`src/hdl/stop_ramp_pkg.sv`:
```
// Package with constants and types for the drive stop and ramp sequencer.
package stop_ramp_pkg;
	// ----------------------------------------------------------------
	// Clock and timing
	// ----------------------------------------------------------------
	localparam int unsigned CLK_HZ = 200_000_000;
	localparam int unsigned REVERSE_DELAY_MS = 65;
	localparam int unsigned COAST_INHIBIT_MS = 2000;
	localparam int unsigned RAMP_HOLD_MS = 1000;
	localparam int unsigned LOCK_HOLD_MS = 1000;
	localparam int unsigned MIN_INJECT_MS = 1000;
	localparam int unsigned CYC_PER_MS = CLK_HZ / 1000;
	localparam int unsigned REVERSE_DELAY_CYC = REVERSE_DELAY_MS * CYC_PER_MS;
	localparam int unsigned COAST_INHIBIT_CYC = COAST_INHIBIT_MS * CYC_PER_MS;
	localparam int unsigned RAMP_HOLD_CYC = RAMP_HOLD_MS * CYC_PER_MS;
	localparam int unsigned LOCK_HOLD_CYC = LOCK_HOLD_MS * CYC_PER_MS;
	localparam int unsigned MIN_INJECT_CYC = MIN_INJECT_MS * CYC_PER_MS;
	// Frequency in 0.01 Hz units; default fall 100 Hz per 10 s.
	localparam int unsigned DECEL_HZ_DEFAULT = 100;
	localparam int unsigned DECEL_S_DEFAULT = 10;
	localparam int unsigned DECEL_STEP_CYC = (DECEL_S_DEFAULT * CLK_HZ) / (DECEL_HZ_DEFAULT * 100);
	localparam logic [15:0] INJECT_5HZ = 16'h01f4;
	// Voltage scale: rated voltage times 1.2 as 6/5.
	localparam int unsigned VBOOST_NUM = 6;
	localparam int unsigned VBOOST_DEN = 5;
	// Current limit in percent of rated active current.
	localparam logic [15:0] ILIM_DEFAULT_PCT = 16'h00a5;
	localparam logic [15:0] ILIM_MAX_PCT = 16'h03e8;
	// ----------------------------------------------------------------
	// Register map
	// ----------------------------------------------------------------
	localparam logic [3:0] REG_RAMP_STYLE = 4'h0;
	localparam logic [3:0] REG_STOP_STYLE = 4'h1;
	localparam logic [3:0] REG_DECEL_STEP = 4'h2;
	localparam logic [3:0] REG_INJ_LEVEL = 4'h3;
	localparam logic [3:0] REG_INJ_TIME = 4'h4;
	localparam logic [3:0] REG_BUS_UPPER = 4'h5;
	localparam logic [3:0] REG_BUS_LOWER = 4'h6;
	localparam logic [3:0] REG_RATED_V = 4'h7;
	localparam logic [3:0] REG_MOTOR_I = 4'h8;
	localparam logic [3:0] REG_DRIVE_I = 4'h9;
	localparam logic [3:0] REG_STATUS = 4'ha;
	localparam logic [3:0] REG_FREQ = 4'hb;
	localparam logic [3:0] REG_ILIM = 4'hc;
	localparam logic [1:0] RAMP_STYLE_RST = 2'h1;
	localparam logic [2:0] STOP_STYLE_RST = 3'h1;
	localparam logic [15:0] INJ_LEVEL_RST = 16'h0032;
	localparam logic [15:0] INJ_TIME_RST = 16'h0001;
	localparam logic [15:0] BUS_UPPER_RST = 16'h02ee;
	localparam logic [15:0] BUS_LOWER_RST = 16'h02d0;
	localparam logic [15:0] RATED_V_RST = 16'h0190;
	localparam logic [15:0] MOTOR_I_RST = 16'h0064;
	localparam logic [15:0] DRIVE_I_RST = 16'h0064;
	// ----------------------------------------------------------------
	// Encodings and carriers
	// ----------------------------------------------------------------
	typedef enum logic [1:0] {
		RAMP_FAST = 2'h0,
		RAMP_STD = 2'h1,
		RAMP_STD_HIV = 2'h2
	} ramp_style_t;
	typedef enum logic [2:0] {
		STOP_COAST = 3'h0,
		STOP_RAMP = 3'h1,
		STOP_RAMP_DC = 3'h2,
		STOP_INJ_ZS = 3'h3,
		STOP_DC_TIMED = 3'h4
	} stop_style_t;
	typedef enum logic [3:0] {
		ST_READY = 4'h0,
		ST_RUN = 4'h1,
		ST_REVERSE = 4'h2,
		ST_DECEL = 4'h3,
		ST_HOLD = 4'h4,
		ST_DC_INJ = 4'h5,
		ST_INJ_5HZ = 4'h6,
		ST_DC_LOCK = 4'h7,
		ST_INHIBIT = 4'h8
	} seq_state_t;
	typedef struct packed {
		logic enable;
		logic run_fwd;
		logic run_rev;
		logic run;
		logic not_stop;
	} term_in_t;
	typedef struct packed {
		logic bridge_en;
		logic dir_rev;
		logic [15:0] freq;
		logic [15:0] inj_level;
		logic inj_dc;
		logic inj_5hz;
		logic [15:0] volt_limit;
	} drive_out_t;
endpackage

```
`src/hdl/drive_stop_ramp_sequencer.sv`:
```
// Stop, ramp and restart sequencer for an inverter output bridge.
`timescale 1ns/1ps
`default_nettype none
module drive_stop_ramp_sequencer #(
	parameter int unsigned REVERSE_CYC = stop_ramp_pkg::REVERSE_DELAY_CYC,
	parameter int unsigned COAST_CYC = stop_ramp_pkg::COAST_INHIBIT_CYC,
	parameter int unsigned HOLD_CYC = stop_ramp_pkg::RAMP_HOLD_CYC,
	parameter int unsigned LOCK_CYC = stop_ramp_pkg::LOCK_HOLD_CYC,
	parameter int unsigned MIN_INJ_CYC = stop_ramp_pkg::MIN_INJECT_CYC,
	parameter int unsigned SEC_CYC = stop_ramp_pkg::CLK_HZ
) (
	// Clock and reset
	input wire logic ref_clk,
	input wire logic arst_n,
	// Register port
	input wire logic [3:0] reg_addr,
	input wire logic [15:0] reg_wdata,
	input wire logic reg_wr,
	input wire logic reg_rd,
	output logic [15:0] reg_rdata,
	// Terminals and measurements
	input wire stop_ramp_pkg::term_in_t term_in,
	input wire logic [15:0] freq_ref,
	input wire logic [15:0] bus_voltage,
	input wire logic regen_seen,
	input wire logic trip,
	// Bridge demand
	output stop_ramp_pkg::drive_out_t drive_out,
	output logic inhibit_active
);
	import stop_ramp_pkg::*;

	// ----------------------------------------------------------------
	// Terminal synchronisers
	// ----------------------------------------------------------------
	logic [4:0] sync1_q, sync2_q, sync3_q, term_q;
	logic [4:0] term_d;
	term_in_t term;
	// A pin change counts only once the second and third stages agree, so a one-cycle glitch is dropped.
	always_comb begin
		term_d = term_q;
		for (int i = 0; i < 5; i++) begin
			if (sync2_q[i] == sync3_q[i]) begin
				term_d[i] = sync3_q[i];
			end
		end
	end
	always_ff @(posedge ref_clk or negedge arst_n) begin
		if (!arst_n) begin
			sync1_q <= 5'h00;
			sync2_q <= 5'h00;
			sync3_q <= 5'h00;
			term_q <= 5'h00;
		end else begin
			sync1_q <= term_in;
			sync2_q <= sync1_q;
			sync3_q <= sync2_q;
			term_q <= term_d;
		end
	end
	assign term = term_in_t'(term_q);
	logic run_fwd_cmd, run_rev_cmd, run_cmd;
	assign run_fwd_cmd = term.run_fwd | (term.run & term.not_stop);
	assign run_rev_cmd = term.run_rev;
	assign run_cmd = term.enable & (run_fwd_cmd ^ run_rev_cmd);

	// ----------------------------------------------------------------
	// Registers
	// ----------------------------------------------------------------
	logic [1:0] ramp_style_q, ramp_style_d;
	logic [2:0] stop_style_q, stop_style_d;
	logic [31:0] decel_step_q, decel_step_d;
	logic [15:0] inj_level_q, inj_level_d, inj_time_q, inj_time_d;
	logic [15:0] bus_upper_q, bus_upper_d, bus_lower_q, bus_lower_d, rated_v_q, rated_v_d;
	logic [15:0] motor_i_q, motor_i_d, drive_i_q, drive_i_d, rdata_d, ilim_q, ilim_d;
	seq_state_t state_q, state_d;
	logic [15:0] freq_q, freq_d;
	always_comb begin
		ramp_style_d = ramp_style_q;
		stop_style_d = stop_style_q;
		decel_step_d = decel_step_q;
		inj_level_d = inj_level_q;
		inj_time_d = inj_time_q;
		bus_upper_d = bus_upper_q;
		bus_lower_d = bus_lower_q;
		rated_v_d = rated_v_q;
		motor_i_d = motor_i_q;
		drive_i_d = drive_i_q;
		if (reg_wr) begin
			case (reg_addr)
				REG_RAMP_STYLE: begin
					// Style 3 is undefined and ignored.
					if (reg_wdata[1:0] != 2'h3) begin
						ramp_style_d = reg_wdata[1:0];
					end
				end
				REG_STOP_STYLE: begin
					if (reg_wdata[2:0] <= 3'h4) begin
						stop_style_d = reg_wdata[2:0];
					end
				end
				REG_DECEL_STEP: decel_step_d = (reg_wdata == 16'h0000) ? 32'h00000001 : {16'h0000, reg_wdata};
				REG_INJ_LEVEL: inj_level_d = reg_wdata;
				REG_INJ_TIME: inj_time_d = reg_wdata;
				REG_BUS_UPPER: bus_upper_d = reg_wdata;
				REG_BUS_LOWER: bus_lower_d = reg_wdata;
				REG_RATED_V: rated_v_d = reg_wdata;
				REG_MOTOR_I: motor_i_d = (reg_wdata == 16'h0000) ? 16'h0001 : reg_wdata;
				REG_DRIVE_I: drive_i_d = reg_wdata;
				default: begin
				end
			endcase
		end
		rdata_d = 16'h0000;
		if (reg_rd) begin
			case (reg_addr)
				REG_RAMP_STYLE: rdata_d = {14'h0000, ramp_style_q};
				REG_STOP_STYLE: rdata_d = {13'h0000, stop_style_q};
				REG_DECEL_STEP: begin
					// The reset rate needs more than 16 bits, so a read of it saturates.
					rdata_d = (decel_step_q > 32'h0000ffff) ? 16'hffff : decel_step_q[15:0];
				end
				REG_INJ_LEVEL: rdata_d = inj_level_q;
				REG_INJ_TIME: rdata_d = inj_time_q;
				REG_BUS_UPPER: rdata_d = bus_upper_q;
				REG_BUS_LOWER: rdata_d = bus_lower_q;
				REG_RATED_V: rdata_d = rated_v_q;
				REG_MOTOR_I: rdata_d = motor_i_q;
				REG_DRIVE_I: rdata_d = drive_i_q;
				REG_STATUS: rdata_d = {12'h000, state_q};
				REG_FREQ: rdata_d = freq_q;
				REG_ILIM: rdata_d = ilim_q;
				default: rdata_d = 16'h0000;
			endcase
		end
	end
	always_ff @(posedge ref_clk or negedge arst_n) begin
		if (!arst_n) begin
			ramp_style_q <= RAMP_STYLE_RST;
			stop_style_q <= STOP_STYLE_RST;
			decel_step_q <= 32'(DECEL_STEP_CYC);
			inj_level_q <= INJ_LEVEL_RST;
			inj_time_q <= INJ_TIME_RST;
			bus_upper_q <= BUS_UPPER_RST;
			bus_lower_q <= BUS_LOWER_RST;
			rated_v_q <= RATED_V_RST;
			motor_i_q <= MOTOR_I_RST;
			drive_i_q <= DRIVE_I_RST;
			reg_rdata <= 16'h0000;
		end else begin
			ramp_style_q <= ramp_style_d;
			stop_style_q <= stop_style_d;
			decel_step_q <= decel_step_d;
			inj_level_q <= inj_level_d;
			inj_time_q <= inj_time_d;
			bus_upper_q <= bus_upper_d;
			bus_lower_q <= bus_lower_d;
			rated_v_q <= rated_v_d;
			motor_i_q <= motor_i_d;
			drive_i_q <= drive_i_d;
			reg_rdata <= rdata_d;
		end
	end

	// ----------------------------------------------------------------
	// Current limit
	// ----------------------------------------------------------------
	// The full motor-map equation is not evaluated; the limit scales
	// inversely with motor current, which keeps the divide simple.
	logic [31:0] ilim_raw;
	assign ilim_raw = (32'(ILIM_DEFAULT_PCT) * 32'(drive_i_q)) / 32'(motor_i_q);
	always_comb begin
		ilim_d = (ilim_raw > 32'(ILIM_MAX_PCT)) ? ILIM_MAX_PCT : ilim_raw[15:0];
	end
	always_ff @(posedge ref_clk or negedge arst_n) begin
		if (!arst_n) begin
			ilim_q <= ILIM_DEFAULT_PCT;
		end else begin
			ilim_q <= ilim_d;
		end
	end

	// ----------------------------------------------------------------
	// Sequencer
	// ----------------------------------------------------------------
	logic [31:0] timer_q, timer_d, step_q, step_d, inj_cyc;
	logic [47:0] inj_prod;
	logic hold_q, hold_d, dir_q, dir_d;
	drive_out_t out_d;
	logic want_rev, ramp_tick;
	assign want_rev = run_rev_cmd;
	assign ramp_tick = (step_q + 32'h1 >= decel_step_q) && !hold_q;
	always_comb begin
		// The product saturates so that a long injection time can never wrap to a short one.
		inj_prod = 48'(inj_time_q) * 48'(SEC_CYC);
		inj_cyc = (inj_prod > 48'h0000ffffffff) ? 32'hffffffff : inj_prod[31:0];
		if (stop_style_q == STOP_DC_TIMED && inj_cyc < MIN_INJ_CYC) begin
			inj_cyc = MIN_INJ_CYC;
		end
	end
	always_comb begin
		state_d = state_q;
		timer_d = timer_q + 32'h1;
		step_d = 32'h0;
		freq_d = freq_q;
		dir_d = dir_q;
		// Hysteresis holds the ramp between the two bus levels.
		hold_d = 1'b0;
		if (ramp_style_q != RAMP_FAST) begin
			hold_d = hold_q ? (bus_voltage >= bus_lower_q) : (bus_voltage > bus_upper_q);
		end
		case (state_q)
			ST_READY: begin
				freq_d = 16'h0000;
				// Starts are taken here only, so no stop sequence can be cut short by a new run.
				if (run_cmd && !trip) begin
					dir_d = want_rev;
					state_d = ST_RUN;
				end
			end
			ST_RUN: begin
				freq_d = freq_ref;
				if (!run_cmd) begin
					state_d = ST_DECEL;
				end else if (want_rev != dir_q) begin
					state_d = ST_REVERSE;
				end
			end
			ST_REVERSE: begin
				// The bridge stays enabled through the reversal wait and no stop sequence runs.
				if (!run_cmd) begin
					state_d = ST_DECEL;
				end else if (want_rev == dir_q) begin
					state_d = ST_RUN;
				end else if (timer_q + 32'h1 >= REVERSE_CYC) begin
					dir_d = want_rev;
					state_d = ST_RUN;
				end
			end
			ST_DECEL: begin
				// A zero step count is never stored, so the ramp always moves unless held.
				step_d = step_q + 32'h1;
				if (ramp_tick) begin
					step_d = 32'h0;
					freq_d = (freq_q == 16'h0000) ? 16'h0000 : freq_q - 16'h0001;
				end else if (hold_q) begin
					step_d = step_q;
				end
				if (freq_q == 16'h0000) begin
					state_d = (stop_style_q == STOP_RAMP_DC) ? ST_DC_INJ : ST_HOLD;
				end
			end
			ST_HOLD: begin
				if (timer_q + 32'h1 >= HOLD_CYC) begin
					state_d = ST_READY;
				end
			end
			ST_INJ_5HZ: begin
				freq_d = INJECT_5HZ;
				if (!regen_seen) begin
					freq_d = 16'h0000;
					state_d = ST_DC_INJ;
				end
			end
			ST_DC_INJ: begin
				freq_d = 16'h0000;
				if (timer_q + 32'h1 >= inj_cyc) begin
					state_d = (stop_style_q == STOP_DC_TIMED) ? ST_DC_LOCK : ST_READY;
				end
			end
			ST_DC_LOCK: begin
				if (timer_q + 32'h1 >= LOCK_CYC) begin
					state_d = ST_READY;
				end
			end
			ST_INHIBIT: begin
				freq_d = 16'h0000;
				if (timer_q + 32'h1 >= COAST_CYC) begin
					state_d = ST_READY;
				end
			end
			default: state_d = ST_READY;
		endcase
		// Stop entry from running chooses the style's first phase.
		if (state_d == ST_DECEL && state_q != ST_DECEL) begin
			case (stop_style_q)
				STOP_COAST: begin
					state_d = ST_INHIBIT;
					freq_d = 16'h0000;
				end
				STOP_INJ_ZS: begin
					// The running demand must not leak into the first injection cycle.
					state_d = ST_INJ_5HZ;
					freq_d = INJECT_5HZ;
				end
				STOP_DC_TIMED: begin
					state_d = ST_DC_INJ;
					freq_d = 16'h0000;
				end
				default: state_d = ST_DECEL;
			endcase
		end
		// A trip is handled like opening enable: coast, then inhibit.
		if ((!term.enable || trip) && state_q != ST_READY && state_q != ST_INHIBIT) begin
			state_d = ST_INHIBIT;
			freq_d = 16'h0000;
		end
		if (state_d != state_q) begin
			timer_d = 32'h0;
			step_d = 32'h0;
		end
	end
	// Outputs follow the next state so that they change together with the state register.
	always_comb begin
		out_d.dir_rev = dir_d;
		out_d.freq = freq_d;
		out_d.bridge_en = (state_d != ST_READY) && (state_d != ST_INHIBIT);
		out_d.inj_dc = (state_d == ST_DC_INJ) || (state_d == ST_DC_LOCK);
		out_d.inj_5hz = (state_d == ST_INJ_5HZ);
		out_d.inj_level = (out_d.inj_dc || out_d.inj_5hz) ? inj_level_q : 16'h0000;
		out_d.volt_limit = (ramp_style_q == RAMP_STD_HIV) ?
			16'((32'(rated_v_q) * VBOOST_NUM) / VBOOST_DEN) : rated_v_q;
	end
	always_ff @(posedge ref_clk or negedge arst_n) begin
		if (!arst_n) begin
			state_q <= ST_READY;
			timer_q <= 32'h0;
			step_q <= 32'h0;
			freq_q <= 16'h0000;
			hold_q <= 1'b0;
			dir_q <= 1'b0;
			drive_out <= '0;
			inhibit_active <= 1'b0;
		end else begin
			state_q <= state_d;
			timer_q <= timer_d;
			step_q <= step_d;
			freq_q <= freq_d;
			hold_q <= hold_d;
			dir_q <= dir_d;
			drive_out <= out_d;
			inhibit_active <= (state_d == ST_INHIBIT);
		end
	end
endmodule
`default_nettype wire

```
`config.mk`:
```
export PLATFORM = sky130hd
export DESIGN_NAME = drive_stop_ramp_sequencer
export DESIGN_NICKNAME = d
export VERILOG_FILES = /design/src/hdl/stop_ramp_pkg.sv /design/src/hdl/drive_stop_ramp_sequencer.sv
export SDC_FILE = /design/constraint.sdc
export NUM_CORES = 2
export LEC_CHECK = 0
export BUFFER_PORTS_ARGS = -buffer_cell sky130_fd_sc_hd__buf_2
export CAP_MARGIN = 20
export CORE_ASPECT_RATIO = 0.75
export CORE_MARGIN = 2
export CORE_UTILIZATION = 60
export CTS_BUF_LIST = sky130_fd_sc_hd__clkbuf_16
export DETAILED_ROUTE_END_ITERATION = 8
export PLACE_DENSITY = 0.8
export SLEW_MARGIN = 15
export SYNTH_ARGS = -nofsm -noshare
export SYNTH_HDL_FRONTEND = slang
export SYNTH_SLANG_ARGS = --single-unit
export TNS_END_PERCENT = 1
```
`constraint.sdc`:
```
create_clock -name ref_clk -period 129.2 [get_ports ref_clk]
set_clock_uncertainty 0.1 [all_clocks]
set_input_delay 6.46 -clock ref_clk [delete_from_list [all_inputs] [get_ports ref_clk]]
set_output_delay 6.46 -clock ref_clk [all_outputs]
set_load 0.02 [all_outputs]
```
# After elaboration in Yosys (flattened, before gate mapping)
# Cells that the tools add are included.
[totals]
regBits = 323
in_bits = 63
wordCells = 184
output_inout_bits = 69
[classes]
n_reduce_logical = 36
n_mux = 46
n_eq_ne = 46
bitwise_logic = 4
add_sub_neg = 3
multipliers = 3
n_div = 2
order_cmp = 12
[ops]
columns = ["cell", "count"]
rows = [
  ["$mux 32", 7],
  ["$pmux 16 s13", 1],
  ["$mux 16", 11],
  ["$add 32x1->32 const B", 2],
  ["$ge 32x32->1", 2],
  ["$pmux 16 s4", 1],
  ["$mux 4", 13],
  ["$eq 4x3->1 const B", 11],
  ["$gt 44x32->1 const B", 1],
  ["$mul 16x19->35 const B", 1],
  ["$div 19x3->32 const B", 1],
  ["$div 24x16->32", 1],
  ["$ge 32x24->1 const B", 1],
  ["$ge 32x28->1 const B", 1],
  ["$ge 32x29->1 const B", 1],
  ["$gt 32x10->1 const B", 1],
  ["$gt 32x16->1 const B", 1],
  ["$logic_not 16->1", 2],
  ["$lt 32x28->1 const B", 1],
  ["$pmux 16 s2", 1],
  ["$pmux 4 s8", 1],
  ["$eq 4x4->1 const B", 7],
  ["$mul 8x16->24 const A", 1],
  ["$eq 4x2->1 const B", 5],
  ["35 further kinds", 77],
]

# Logic depth before layout (Yosys ltp)
[depth]
ltp_word = 17
mapped_depth = 528

# Worst setup path before layout
# Ideal clock, no wire load.
[synth_timing]
kind = "reg-to-reg"
from = "reg motor_i_q[0]"
to = "reg ilim_q[9]"
stages_incl_launch_ff = 516
setup_ps = 134
t_arrival_ps = 96817
path_slack_ps = 32149
required_ps = 128966
cell_sequence = "dfrtp_1 > inv_1 > ha_1 > o21a_1 > o21ai_0 > nor2b_1 > mux2i_1 > nor2_1 > ha_1 > a21boi_0 > o21ai_0 > a21oi_1 > nand3_1 > nor2_1 > ha_1 > o21a_1 > o21a_1 > o21a_1 > [480 not listed] > nand2b_1 > a21oi_1 > nor2b_1 > o21ai_0 > nand2b_1 > a21oi_1 > nor2b_1 > o21ai_0 > nand2b_1 > a21oi_1 > nor2b_1 > o21ai_0 > nand2b_1 > a21oi_1 > o2111a_1 > o211ai_1 > o21ai_1 > nand2_1"
[synth_between]
elab_chain_cells = 3
[synth_rtl]
columns = ["item", "line", "rtl"]
rows = [
  ["start, declared", "drive_stop_ramp_sequencer.sv:75", "logic [15:0] motor_i_q, motor_i_d, drive_i_q, drive_i_d, rdata_d, ilim_q, ilim_d;"],
  ["start signal, assigned", "drive_stop_ramp_sequencer.sv:159", "motor_i_q <= motor_i_d;"],
  ["$div 24x16->32 (*)", "drive_stop_ramp_sequencer.sv:171", "assign ilim_raw = (32'(ILIM_DEFAULT_PCT) * 32'(drive_i_q)) / 32'(motor_i_q);"],
  ["$gt 32x10->1", "drive_stop_ramp_sequencer.sv:173", "ilim_d = (ilim_raw > 32'(ILIM_MAX_PCT)) ? ILIM_MAX_PCT : ilim_raw[15:0];"],
  ["$mux 16 (*)", "drive_stop_ramp_sequencer.sv:173", ""],
  ["named net ilim_d[9]", "drive_stop_ramp_sequencer.sv:75", ""],
  ["end signal, assigned", "drive_stop_ramp_sequencer.sv:179", "ilim_q <= ilim_d;"],
  ["end, declared", "drive_stop_ramp_sequencer.sv:75", ""],
]
# Mark *: on every way through the listed nets, which the timed path passes. The rest lies on a longest branch.
# A chain may end at the register's enable or synchronous reset.

# Worst setup path in the final report
[layout_timing]
from = "reg motor_i_q[14]"
to = "reg ilim_q[8]"
# The elaborated chain is that of the path after synthesis.

==> qor.yml <==
status: "finished, final reports clean"
synth_edf_count: 0
gp_congestion: 0.9912
hold_viol_final: 0
drt_iter0_drc: 5606
grt_pass1_wl_mm: 256.7
antenna_found_initial: 15
grt_pass1_vias: 46560
drt_pass1_iterations: 8
slew_headroom_pct: 21.10
synth_area_mm2: 0.05073
synth-warning-count: 0
dieHeight_um: 255.8
cts_setup_buffers: 0
critical_path_arrival_ps: 105860
crit_type: "flop to flop"
finalSetupViolCount: 0
synthArstFlopShare_pct: 100.0
timing.fmax_ghz: 0.009479
grt-ovfl-total: 0
insertion_delay_ps: 610
hold_path.class: "flop to flop"
ios: 132
drv_cap: 0
wire_per_inst_um: 21.48
syn_inst: 6304
crit_fanout: 38
dp_hpwl_mm: 126.4
ys_seq_area_share_pct: 15.28
cts-htree-levels: 1
drt_wl_total_mm: 161.4
numCtsBuffers: 31
fin_crit_sh_pct: 81.65
synth_ff_type: "dfrtp_1"
core.rowCount: 92
cts_tree: "built"
crit_path_end_kind: "flop"
cts_resized: 0
path_common_cell: "o21a_1"
cts.hold.buffers_added: 0
ys_ff_latch: 308
critPathRequiredTime_ps: 129560
drc: 0
clock_path_buffers: 3
vias: 50470
vias_per_cell: 6.719
final_max_slew_viol_count: 0
syn_area_per_cell_um2: 8.047
die_w_um: 339.8
clk_pin_slew_ps: 80
gr-usage-all-layers_pct: 35.85
dieArea_mm2: 0.08692
grt_max_degree: 114
slowest_stage: "nor2_2"
cts_root_buffer: "clkbuf_16"
core-area_mm2: 0.08392
ys_types: 135
min_period_ps: 105490
rsz0062_at_grt: "no"
worst_path_largest_cell_delay_ps: 830
setup_tns_ps: 0
area_growth_pct: 5.897
initial_core_util_pct: 60.46
numPortBuffers: 131
worstMarginPinSlew_ps: 1184
crit_path_start_kind: "flop"
n_fill_cell: 7182
final_nets: 7225
drive_gt1_share_pct: 10.68
ant_nets: 0
cts.sinks: 308
## cells by family (layout without fill, tap and decap cells)
kind of cell / count (synthesis) / count (layout) / synth area share [%]
DFF: 308 / 308 / 15.28
xor gates and xnor gates: 286 / 286 / 5.063
and+or+nand+nor: 2213 / 2213 / 21.54
AOI/OAI and AO/OA: 1845 / 1845 / 25.88
muxes: 265 / 265 / 5.759
buffers and inverters: 564 / 621 / 4.311
adders and majority gates: 822 / 822 / 22.15
other: 1 / 24 / 0.007392
## cell type report
cell class | count | area (um2) | area share [%]
Timing Repair Buffer | 201 | 1187 | 2.210
Multi-Input combinational cell | 5445 | 40900 | 76.13
Tap cell | 1128 | 1411 | 2.627
Sequential cell | 308 | 7751 | 14.43
Antenna cell | 10 | 25.02 | 0.04658
Clock buffer | 31 | 775.7 | 1.444
Clock inverter | 27 | 314.1 | 0.5846
Inverter | 362 | 1359 | 2.529
## per-stage QoR
stage / cell area, um2 / cells / util [%] / setup WS, ps / hold WS, ps
after global placement: 52600 / 7442 / 62.68 / 29690 / 231.4
after floorplan: 50780 / 6317 / - / 32150 / 231.2
final: 53720 / 7512 / 64.02 / 23710 / 253.0
after global routing: 53720 / 7510 / 64.01 / 15500 / 271.2
after detailed placement: 52600 / 7443 / 62.68 / 25920 / 238.6
after CTS: 53690 / 7501 / 63.98 / 25480 / 255.1
## registers in the layout (all words and copies together), names as in the netlist, 17 cells and up
signal and flops:
decel_step_q 17, step_q 32, drive_out 35, timer_q 32
## path summary, 6_finish.rpt
path                                           start                       to  slack (ps)  cells past startpoint
max reg2reg                motor_i_q[14]$_DFFE_PN0P_      ilim_q[8]$_DFF_PN0_       23710                    477
min                             sync1_q[3]$_DFF_PN0_     sync2_q[3]$_DFF_PN0_         250                      0
max in group asynchronous                     arst_n     timer_q[3]$_DFF_PN0_      121020                      3
min in group asynchronous                     arst_n  drive_out[27]$_DFF_PN0_        5840                      1
max                        motor_i_q[14]$_DFFE_PN0P_      ilim_q[8]$_DFF_PN0_       23710                    477
min reg2reg                     sync1_q[3]$_DFF_PN0_     sync2_q[3]$_DFF_PN0_         250                      0
## cell usage after synthesis (all sizes together) (26+ instances only)
library cell  instances  area, um2
a22oi                41      312.8
a21oi               306       1562
nor2b                75      469.2
o211a                26      260.3
xor2                 95      847.1
mux2                212       2387
nor4                 71      481.7
o21a                292       2195
buf                  57      284.0
nand4                81      506.7
xnor2               191       1722
and2                 66      412.9
a211oi               62      538.0
ha                  683       8546
nor3                346       1762
nand2b               81      506.7
o31ai               172       1311
o211ai               68      529.3
clkbuf              145      544.3
or2                  64      402.9
or3                  65      411.6
mux2i                53      534.3
nand2               520       1959
o21ai               308       1549
o22ai                29      187.7
nor2                510       1917
a31oi                64      415.4
dfrtp               273       6832
dfstp                35      919.6
nand3               163      815.8
a21o                106      795.8
inv                 362       1359
and3                 80      506.7
o21bai               40      300.3
fa                  130       2603
a221oi               36      340.3
## placed cells by master (no fill, tap or decap), types with 185 or more instances in the layout
cell / Yosys / final
a21oi_1: 300 / 300
dfrtp_1: 273 / 273
ha_1: 683 / 683
inv_1: 361 / 364
mux2_2: 210 / 210
nand2_1: 517 / 517
nor2_1: 509 / 505
nor3_1: 340 / 334
o21a_1: 290 / 290
o21ai_0: 284 / 284
xnor2_1: 186 / 185
## per-layer routing
metal	part of all wire [%]	vias up	GRT usage (%)
met2	41	2675	51.62
met5	0.043	-	0
met3	12	292	8.378
met1	44	23830	53.50
li1	-	23660	-
met4	2.5	10	8.948
## critical path, delay by kind of cell (launching register included)
family | cells | cell delay [ps]
compound gates | 331 | 69030
fa+ha+maj | 29 | 8480
buf+inv | 16 | 3660
flops | 1 | 440
mux | 6 | 1810
simple gates | 95 | 21520
Power is not shown: default switching activity piles up to over one toggle a cycle in this logic, so the estimate is an artifact.
